<file path="config.mk">
export PLATFORM = sky130hd
export DESIGN_NAME = tmz_timer0
export DESIGN_NICKNAME = d
export VERILOG_FILES = /design/src/tmz_pkg.sv /design/src/tmz_timer0.sv
export VERILOG_INCLUDE_DIRS = /design/src
export SDC_FILE = /design/constraint.sdc
export NUM_CORES = 1
export LEC_CHECK = 0
export BUFFER_PORTS_ARGS = -buffer_cell sky130_fd_sc_hd__clkbuf_2
export CORE_MARGIN = 5
export CORE_UTILIZATION = 52
export CTS_CLUSTER_DIAMETER = 30
export DETAILED_ROUTE_END_ITERATION = 16
export PLACE_DENSITY = 0.76
export SLEW_MARGIN = 20
export SYNTH_ARGS = -nofsm -noshare
export SYNTH_HDL_FRONTEND = slang
export SYNTH_SLANG_ARGS = --single-unit
</file>
<file path="constraint.sdc">
create_clock -name i_clock -period 3.3 [get_ports i_clock]
set_input_delay 0.66 -clock i_clock [delete_from_list [all_inputs] [get_ports i_clock]]
set_output_delay 0.66 -clock i_clock [all_outputs]
set_load 0.05 [all_outputs]
</file>
<file path="src/tmz_cfg.svh">
`ifndef TMZ_CFG_SVH
`define TMZ_CFG_SVH
// ****************************************
// File addresses seen by the core
// ****************************************
`define TMZ_ADDR_TIMER   5'h01
`define TMZ_ADDR_CMP_A   5'h07
`define TMZ_ADDR_CMP_B   5'h08
// ****************************************
// Field positions
// ****************************************
`define TMZ_OPT_CS       5
`define TMZ_OPT_SE       4
`define TMZ_OPT_ASSIGN   3
`define TMZ_CMP_OUT      7
`define TMZ_CMP_OEN      6
`define TMZ_CMP_POL      5
`define TMZ_CMP_SRC      4
// ****************************************
// Reset values and timing counts
// ****************************************
`define TMZ_OPT_RST      8'hFF
`define TMZ_CMP_RST      7'h7F
`define TMZ_TRIS_RST     6'h3F
`define TMZ_INHIBIT_CYC  2'h2
`endif

</file>
<file path="src/tmz_pkg.sv">
`default_nettype none
package tmz_pkg;
  // Oscillator phases of one instruction cycle, one-hot
  typedef enum logic [3:0] {
    TMZ_PHASE_ONE   = 4'b0001,
    TMZ_PHASE_TWO   = 4'b0010,
    TMZ_PHASE_THREE = 4'b0100,
    TMZ_PHASE_FOUR  = 4'b1000
  } tmz_phase_type;
endpackage
`default_nettype wire

</file>
<file path="src/tmz_timer0.sv">
// What this block does
// - Source select clear: timer counts once per instruction cycle without prescaler.
// - A timer write stops counting for the next two instruction cycles.
// - Source select, comparator source and pin disable all set: count pin edges.
// - Edge select clear counts rising edges, set counts falling edges.
// - Source select set, comparator source clear: count comparator internally.
// - Pin disable clear with pin source: drive comparator onto pin, still count pin.
// - Prescaler serves timer when assign bit clear, watchdog when set.
// - Timer prescale ratios run from 1:2 to 1:256 in powers of two.
// - Prescaler is hidden from software, changed only by clearing and counting.
// - Any timer write clears the prescaler while it serves the timer.
// - Watchdog clear instruction clears the prescaler while it serves the watchdog.
// - Every reset leaves the prescaler at zero.
// - Prescaler output is sampled in phases two and four.
// - Prescaler divides the count input ahead of synchronisation.
// - Timer increments two to four oscillator periods after the input edge, three to five when prescaled.
// - Prescaler is 8 bits, timer count register is 8 bits read/write.
// - Source select set overrides the pin direction: the pin is an input unless the comparator is driven onto it.
`timescale 1ns/1ns
`default_nettype none
`include "tmz_cfg.svh"

module tmz_timer0
  import tmz_pkg::*;
#(
  parameter int unsigned TRIS_BIT = 2
) (
  // Clock and reset
  input  wire logic       i_clock,
  input  wire logic       i_rst,
  // Core file access
  input  wire logic       i_file_wr,
  input  wire logic [4:0] i_file_addr,
  input  wire logic [7:0] i_file_wdata,
  input  wire logic [4:0] i_file_rd_addr,
  output var  logic [7:0] o_file_rdata,
  // Special instructions
  input  wire logic       i_option_wr,
  input  wire logic [7:0] i_option_data,
  input  wire logic       i_tris_wr,
  input  wire logic [5:0] i_tris_data,
  input  wire logic       i_dog_clear_instr,
  // Watchdog side
  input  wire logic       i_dog_overflow,
  output var  logic       o_dog_tick,
  // Count sources and pin
  input  wire logic       i_cmp_out,
  input  wire logic       i_ext_count_pin,
  input  wire logic       i_port_bit,
  output var  logic       o_ext_count_pin,
  output var  logic       o_ext_count_pin_oe_n
);

  // ****************************************
  // State
  // ****************************************
  tmz_phase_type phase_r;
  tmz_phase_type phase_nxt;
  logic [7:0] timer_count_r;
  logic [7:0] timer_count_nxt;
  logic [7:0] prescaler_r;
  logic [7:0] prescaler_nxt;
  logic [7:0] option_r;
  logic [6:0] cmp_ctrl_r;
  logic [5:0] tris_r;
  logic [1:0] inhibit_r;
  logic [1:0] inhibit_nxt;
  logic       in_r;
  logic       in_d_r;
  logic       samp_r;
  logic       samp_d_r;

  // ****************************************
  // Decode of configuration
  // ****************************************
  wire logic       count_source_select = option_r[`TMZ_OPT_CS];
  wire logic       count_edge_select   = option_r[`TMZ_OPT_SE];
  wire logic       scaler_assign       = option_r[`TMZ_OPT_ASSIGN];
  wire logic [2:0] scale_ratio         = option_r[2:0];
  wire logic       cmp_count_source    = cmp_ctrl_r[`TMZ_CMP_SRC];
  wire logic       cmp_pin_output_disable = cmp_ctrl_r[`TMZ_CMP_OEN];
  wire logic       to_timer            = ~scaler_assign;
  wire logic       phase_four          = (phase_r == TMZ_PHASE_FOUR);
  wire logic       sample_strobe       = (phase_r == TMZ_PHASE_TWO) | phase_four;
  wire logic       timer_wr = i_file_wr & (i_file_addr == `TMZ_ADDR_TIMER);
  wire logic       cmp_wr   = i_file_wr & ((i_file_addr == `TMZ_ADDR_CMP_A) |
                                           (i_file_addr == `TMZ_ADDR_CMP_B));

  // Low bits [n:0] set for timer ratio 2^(n+1), [n-1:0] for watchdog 2^n
  wire logic [7:0] timer_mask = ~(8'hFE << scale_ratio);
  wire logic [7:0] dog_mask   = ~(8'hFF << scale_ratio);
  wire logic       timer_carry = &(prescaler_r | ~timer_mask);
  wire logic       dog_carry   = &(prescaler_r | ~dog_mask);

  // ****************************************
  // Count input selection
  // ****************************************
  // Comparator level after the polarity bit
  wire logic cmp_level = cmp_ctrl_r[`TMZ_CMP_POL] ? i_cmp_out : ~i_cmp_out;
  // Pin source reads the pad even while we drive it, so comparator changes loop back
  wire logic count_src = cmp_count_source ? i_ext_count_pin : cmp_level;
  // Invert for falling-edge counting so one rising detector serves both
  wire logic count_lvl = count_src ^ count_edge_select;
  wire logic count_rise = count_source_select & in_r & ~in_d_r;

  // ****************************************
  // Prescaler: one shared 8-bit divider, no software path
  // ****************************************
  // Timer-mode prescaling pauses with the write inhibit, so a write always costs two whole cycles
  wire logic pres_inc = to_timer ? (count_source_select ? count_rise : (phase_four & (inhibit_r == 2'h0)))
                                 : i_dog_overflow;
  wire logic pres_clr = (timer_wr & to_timer) |
                        (i_dog_clear_instr & scaler_assign);
  // Unscaled counting samples the raw edge level directly
  wire logic pres_out = to_timer ? prescaler_r[scale_ratio] : in_r;

  always_comb begin
    prescaler_nxt = prescaler_r;
    if (pres_clr) begin
      prescaler_nxt = 8'h00;
    end else if (pres_inc) begin
      prescaler_nxt = prescaler_r + 8'h01;
    end
  end

  // ****************************************
  // Timer increment sources
  // ****************************************
  // External path: two-phase sample then edge, giving a bounded latency
  wire logic ext_tick = count_source_select & samp_r & ~samp_d_r;
  wire logic int_tick = ~count_source_select & phase_four &
                        (scaler_assign | timer_carry);
  wire logic inc_ok   = (inhibit_r == 2'h0);
  wire logic tick     = (ext_tick | int_tick) & inc_ok;

  // Write wins over a same-cycle increment
  always_comb begin
    timer_count_nxt = timer_count_r;
    if (timer_wr) begin
      timer_count_nxt = i_file_wdata;
    end else if (tick) begin
      timer_count_nxt = timer_count_r + 8'h01;
    end
  end

  // Inhibit counts down whole instruction cycles after a write
  always_comb begin
    inhibit_nxt = inhibit_r;
    if (timer_wr) begin
      inhibit_nxt = `TMZ_INHIBIT_CYC;
    end else if (phase_four && !inc_ok) begin
      inhibit_nxt = inhibit_r - 2'h1;
    end
  end

  // Phase sequencer
  always_comb begin
    case (phase_r)
      TMZ_PHASE_ONE:   phase_nxt = TMZ_PHASE_TWO;
      TMZ_PHASE_TWO:   phase_nxt = TMZ_PHASE_THREE;
      TMZ_PHASE_THREE: phase_nxt = TMZ_PHASE_FOUR;
      TMZ_PHASE_FOUR:  phase_nxt = TMZ_PHASE_ONE;
      default:         phase_nxt = TMZ_PHASE_ONE;
    endcase
  end

  // ****************************************
  // Pin control and read data
  // ****************************************
  wire logic pin_drive = count_source_select & cmp_count_source & ~cmp_pin_output_disable;
  // Source select takes the pin from the direction latch
  wire logic oe_n_nxt  = count_source_select ? ~pin_drive : tris_r[TRIS_BIT];
  wire logic pin_nxt   = count_source_select ? cmp_level : i_port_bit;
  wire logic dog_nxt   = i_dog_overflow & (to_timer | dog_carry);
  wire logic rd_timer  = (i_file_rd_addr == `TMZ_ADDR_TIMER);
  wire logic rd_cmp    = (i_file_rd_addr == `TMZ_ADDR_CMP_A) |
                         (i_file_rd_addr == `TMZ_ADDR_CMP_B);
  wire logic [7:0] rd_nxt = rd_timer ? timer_count_r :
                            rd_cmp   ? {i_cmp_out, cmp_ctrl_r} : 8'h00;

  // ****************************************
  // Registers
  // ****************************************
  // Counting state
  always_ff @(posedge i_clock or posedge i_rst) begin
    if (i_rst) begin
      phase_r       <= TMZ_PHASE_ONE;
      timer_count_r <= 8'h00;
      prescaler_r   <= 8'h00;
      inhibit_r     <= 2'h0;
    end else begin
      phase_r       <= phase_nxt;
      timer_count_r <= timer_count_nxt;
      prescaler_r   <= prescaler_nxt;
      inhibit_r     <= inhibit_nxt;
    end
  end

  // Input edge and phase sampling
  always_ff @(posedge i_clock or posedge i_rst) begin
    if (i_rst) begin
      // Idle at the counted level of the reset setup (falling edges, low pin): no false edge
      in_r     <= 1'b1;
      in_d_r   <= 1'b1;
      samp_r   <= 1'b1;
      samp_d_r <= 1'b1;
    end else begin
      in_r     <= count_lvl;
      in_d_r   <= in_r;
      samp_d_r <= samp_r;
      if (sample_strobe) begin
        samp_r <= pres_out;
      end
    end
  end

  // Configuration written by the core
  always_ff @(posedge i_clock or posedge i_rst) begin
    if (i_rst) begin
      option_r   <= `TMZ_OPT_RST;
      cmp_ctrl_r <= `TMZ_CMP_RST;
      tris_r     <= `TMZ_TRIS_RST;
    end else begin
      if (i_option_wr) option_r <= i_option_data;
      if (cmp_wr)      cmp_ctrl_r <= i_file_wdata[6:0];
      if (i_tris_wr)   tris_r <= i_tris_data;
    end
  end

  // Registered outputs
  always_ff @(posedge i_clock or posedge i_rst) begin
    if (i_rst) begin
      o_file_rdata         <= 8'h00;
      o_dog_tick           <= 1'b0;
      o_ext_count_pin      <= 1'b0;
      o_ext_count_pin_oe_n <= 1'b1;
    end else begin
      o_file_rdata         <= rd_nxt;
      o_dog_tick           <= dog_nxt;
      o_ext_count_pin      <= pin_nxt;
      o_ext_count_pin_oe_n <= oe_n_nxt;
    end
  end
endmodule // tmz_timer0
`default_nettype wire

</file>
Yosys cells after proc, flatten, opt, wreduce, memory -nomap -nowiden

Index checks and enable logic that the tools add are counted.

Register bits after elaboration: 53
Input port bits: 42

Add/sub/neg operators: 3
$lt $le $gt $ge: 1
Equality and inequality tests: 10
Shifts and indexed selects: 2
Multiplexer cells: 18
Bitwise operators: 36
Reduce and logical (&&, ||, !) cells: 8

Operators by type and width:

| cell                                                                          | count |
|---|---|
| 8-bit 2-to-1 mux                                                              | 6 |
| 8-bit inverter                                                                | 4 |
| 8-bit by 1-bit adder with 8-bit output (second input constant)                | 2 |
| 8-bit OR                                                                      | 2 |
| 8-bit AND reduction                                                           | 2 |
| 8-bit by 3-bit << shifter with 8-bit output (first input constant)            | 2 |
| 1-bit AND                                                                     | 15 |
| 4-bit case mux with 3 select lines                                            | 1 |
| 5-bit by 1-bit == test with 1-bit output (second input constant)              | 2 |
| 5-bit by 3-bit == test with 1-bit output (second input constant)              | 2 |
| 5-bit by 4-bit == test with 1-bit output (second input constant)              | 2 |
| 1-bit 2-to-1 mux                                                              | 8 |
| 1-bit inverter                                                                | 7 |
| 1-bit OR                                                                      | 7 |
| 2-bit nonzero test                                                            | 3 |
| 4-bit by 1-bit == test with 1-bit output (second input constant)              | 1 |
| 4-bit by 2-bit == test with 1-bit output (second input constant)              | 1 |
| 4-bit by 3-bit == test with 1-bit output (second input constant)              | 1 |
| 4-bit == test (second input constant)                                         | 1 |
| 3-bit by 4-bit less-than comparator with 1-bit output (second input constant) | 1 |
| 2-bit 2-to-1 mux                                                              | 2 |
| 1-bit binary-select mux with 3-bit select                                     | 1 |
| 2-bit zero test                                                               | 1 |
| 2-bit by 1-bit subtractor with 2-bit output (second input constant)           | 1 |
| other kinds (3)                                                               | 3 |

Depth between registers and ports, before layout

Depth after elaboration: 11
Depth in mapped cells: 9
Gate-level depth less buffers: 8

Worst setup path after synthesis

Ideal clock, no wire load.

Path kind: input-to-reg
Start point: input port i_file_addr[0]
End point: register timer_count_r[1]
Arrival: 1.878 ns
Path slack: 1.298 ns
Cell stages on the path: 5
Path buffers: 0
Cell sequence: nor2b_1 nand4b_1 and3_2 a31oi_4 mux2_2

Cells in the longest elaborated chain, start to end: 3
Elaborated cells on any way between the ends: 4
Classes of those cells: eq/ne: 1; mux: 1; bitwise: 1; reduce/logical: 1

Ends and longest elaborated chain:

| element                                                       | line              | text |
|---|---|---|
| start: declaration                                            | tmz_timer0.sv:33  | `input wire logic [4:0] i_file_addr,` |
| 5-bit by 1-bit == test with 1-bit output (no line) (*)        | -                 |  |
| 1-bit AND (*)                                                 | tmz_timer0.sv:85  | `` wire logic timer_wr = i_file_wr & (i_file_addr == `TMZ_ADDR_TIMER); `` |
| 8-bit 2-to-1 mux / 2-bit nonzero test (equally long branches) | -                 |  |
| end signal: assignment                                        | tmz_timer0.sv:193 | `timer_count_r <= timer_count_nxt;` |
| end: declaration                                              | tmz_timer0.sv:59  | `logic [7:0] timer_count_r;` |

Mark *: on every way between the ends. The rest lies on a longest branch, timed or not.
A chain may end at the register's enable or synchronous reset.

Final worst setup path

Start point: register phase_r[1]
End point: register timer_count_r[2]

Cells in the longest elaborated chain, start to end: 6

Ends and longest elaborated chain:

| element                      | line              | text |
|---|---|---|
| start: declaration           | tmz_timer0.sv:57  | `tmz_phase_type phase_r;` |
| start signal: assignment     | tmz_timer0.sv:192 | `phase_r <= phase_nxt;` |
| 4-bit == test                | tmz_timer0.sv:83  | `wire logic phase_four = (phase_r == TMZ_PHASE_FOUR);` |
| 1-bit AND (2 in a row)       | tmz_timer0.sv:131 | `wire logic int_tick = ~count_source_select & phase_four &` |
| 1-bit OR                     | tmz_timer0.sv:134 | `wire logic tick = (ext_tick \| int_tick) & inc_ok;` |
| 1-bit AND                    | tmz_timer0.sv:134 |  |
| 2-bit nonzero test (no line) | -                 |  |

Every way passes these cells.

==> flow_summary.ini <==
[outcome]
run_status = completed

[global_route]
antenna_found_initial = 0
overflow = 0
grt_util_all_layers = 0.167
grt_pass1_wl_mm = 8.40
via_count_of_the_first_global_routing_pass = 1848
grt_start_max_net_pins = 52

[synthesis]
syn-instance-count = 231
synthesis.area_per_instance_um2 = 11.3
synth.yosys.seq_area_share = 0.499
syn-num-nets = 276
synth.yosys.warnings = 0
postSynth.asyncResetShare = 1.00
number_of_different_library_cells_in_the_post_synthesis_netlist = 49
most_common_flop_cell_mapped_by_yosys = dfrtp_1
mappedNetlistArea_um2 = 2610
synth-edff-count = 0
synth-seq-cells = 51

[sta]
timing.slew.headroom = 0.443
setup_violations = 0
final-hold-violation-count = 0
report.final.slew_viol_count = 0
worstMarginPinSlew_ns = 0.835
min_period_ns = 1.98
setup_total_negative_slack_ns = 0
fmaxAchievable_mhz = 504
timing.final.crit_share = 0.601
worst_clock_skew_ns = 0.0145
rsz_0062_raised_after_global_routing = false

[cells_and_area]
num-nets-final = 322
final_layout_size_suffix_gt1_frac = 0.388
antenna_diode_count = 0
final-seq-area_um2 = 1300
final_common_cell = clkbuf_2
multi_input_comb_area_um2 = 1230
layout_common_cells = clkbuf_2, dfrtp_1, mux2_2, dfstp_2, o21ai_0
areaGrowthSynthToFinish_pct = 14.1
layout.filler_cells = 405

[flow_run]
drv.max_cap_violation_count = 0

[clock_tree]
clock_tree.buffer_depth = 2
cts.root.buffer_cell = clkbuf_8
post-cts-setup-buffers = 0
clk_transition_reported_paths_ns = 0.09
clock_sink_count = 51
cts.hold.buffers_added = 0
htree_num_levels = 2
tritoncts = built
insertion_delay_ns = 0.31
tritoncts.num_buffers = 5
post_cts_resize_count = 0

[floorplanning]
floorplan.core_area_um2 = 4790
design.die.area_um2 = 6530
starting_density_of_the_core = 0.545
row_count = 25
design.portCount = 53
floorplan.die.height_um = 80.8
die_x_um = 80.8

[place]
place.port_buffers = 45
dp_hpwl_mm = 3.56
gp_congestion = 0.894

[critical_path]
critical_path.startpoint_type = register
timing.critical_path.to_type = register
timing.setup.critical_path_class = register to register
required_ns = 3.49
cp_data_arrival_time_ns = 2.17
cp_max_fo = 7

[hold_path]
worstHoldPathType = register to register

[route]
drc_errors = 0
routed_wire_length_per_instance_um = 14.1
average_via_count_per_standard_cell = 5.48
first_iter_violations = 164
drtPass1Iterations = 4
dr_total_vias = 1891
wirelength_mm = 4.87
detail-route-antenna-nets = 0

[power_and_ir_drop]
vdd_ir_drop_max_mv = 0.357
cellPowerDensity_nw_per_um2 = 603
design_power_total_mw = 1.79
static_leakage_power_nw = 1.28
[path summary, 6_finish.rpt]
check	slack, ns	endpoint	depth (start not counted)	from
max	1.32	timer_count_r[2]	5	phase_r[1]
min	0.36	in_d_r	0	in_r
max reg2reg	1.32	timer_count_r[2]	5	phase_r[1]
min reg2reg	0.36	in_d_r	0	in_r
max in group asynchronous	2.32	phase_r[2]	2	i_rst
min in group asynchronous	0.46	prescaler_r[0]	2	i_rst
[critical path, cell delays in order, from the launching register on]
cell     delay, ns
dfrtp_1       0.45
nor4b_4       0.36
nand2_2       0.13
and3_2        0.25
a31oi_4       0.32
mux2_2        0.38
[metrics by stage]
step                      cells  area (um2)  hold WS [ns]  setup WS [ns]   util
after global placement      337        2890         0.367           1.06  0.604
final                       345        2970         0.360           1.32  0.621
after CTS                   345        2970         0.365           1.32  0.621
after global routing        345        2970         0.374           1.20  0.621
after detailed placement    337        2890         0.368           1.01  0.604
after floorplan             231        2610         0.361           1.30      -
[registers in the layout, summed over array words and instances, names as in the netlist, 2 cells and up]
register,cells
cmp_ctrl_r,7
phase_r,4
o_file_rdata,8
option_r,6
prescaler_r,8
inhibit_r,2
timer_count_r,8
[synth_stat cells, drive strengths merged, types with 2 or more instances]
| cell type | count | area, um2 |
|---|---|---|
| dfrtp | 31 | 776 |
| dfstp | 20 | 526 |
| mux2 | 20 | 225 |
| o21ai | 18 | 90.1 |
| nand2 | 15 | 58.8 |
| nor2 | 15 | 56.3 |
| a21oi | 11 | 58.8 |
| a22o | 9 | 78.8 |
| inv | 9 | 33.8 |
| nand3 | 9 | 45.0 |
| xnor2 | 8 | 70.1 |
| clkbuf | 7 | 26.3 |
| xor2 | 7 | 61.3 |
| nor4b | 5 | 58.8 |
| a31oi | 4 | 40.0 |
| mux2i | 4 | 40.0 |
| nor3 | 4 | 30.0 |
| and3 | 3 | 20.0 |
| ha | 3 | 37.5 |
| nand4b | 3 | 26.3 |
| and2 | 2 | 12.5 |
| mux4 | 2 | 45.0 |
| nand2b | 2 | 12.5 |
| nor2b | 2 | 12.5 |
| nor3b | 2 | 25.0 |
| or3 | 2 | 17.5 |
[layout make-up]
type                            count  area share
Clock buffer                        8      0.0269
Inverter                            9      0.0118
Multi-Input combinational cell    163       0.415
Sequential cell                    51       0.438
Tap cell                           67      0.0282
Timing Repair Buffer               47      0.0808
[cell families after synthesis]
logic type	after synthesis	share of synthesized area
AND/OR/NAND/NOR	71	0.165
flip-flops	51	0.499
AO/OA/AOI/OAI	48	0.125
multiplexers	26	0.119
buffers and inverters	17	0.0274
XOR/XNOR	15	0.0504
adder cells (fa/ha/maj)	3	0.0144
[power breakdown]
| group | internal (mW) | switching (mW) | total (mW) | leakage, nW |
|---|---|---|---|---|
| Sequential | 0.795 | 0.149 | 0.944 | 0.603 |
| Combinational | 0.263 | 0.244 | 0.506 | 0.639 |
| Clock | 0.151 | 0.192 | 0.343 | 0.0395 |
| Total | 1.21 | 0.585 | 1.79 | 1.28 |
[per-layer routing]
| layer | GRT usage | part of all wire | wire, um |
|---|---|---|---|
| met3 | 0.0299 | 0.046 | 222 |
| met5 | 0 | 0 | 0 |
| met1 | 0.218 | 0.44 | 2160 |
| met2 | 0.272 | 0.49 | 2380 |
| met4 | 0.0794 | 0.023 | 110 |
(Power assumes the default switching activity.)
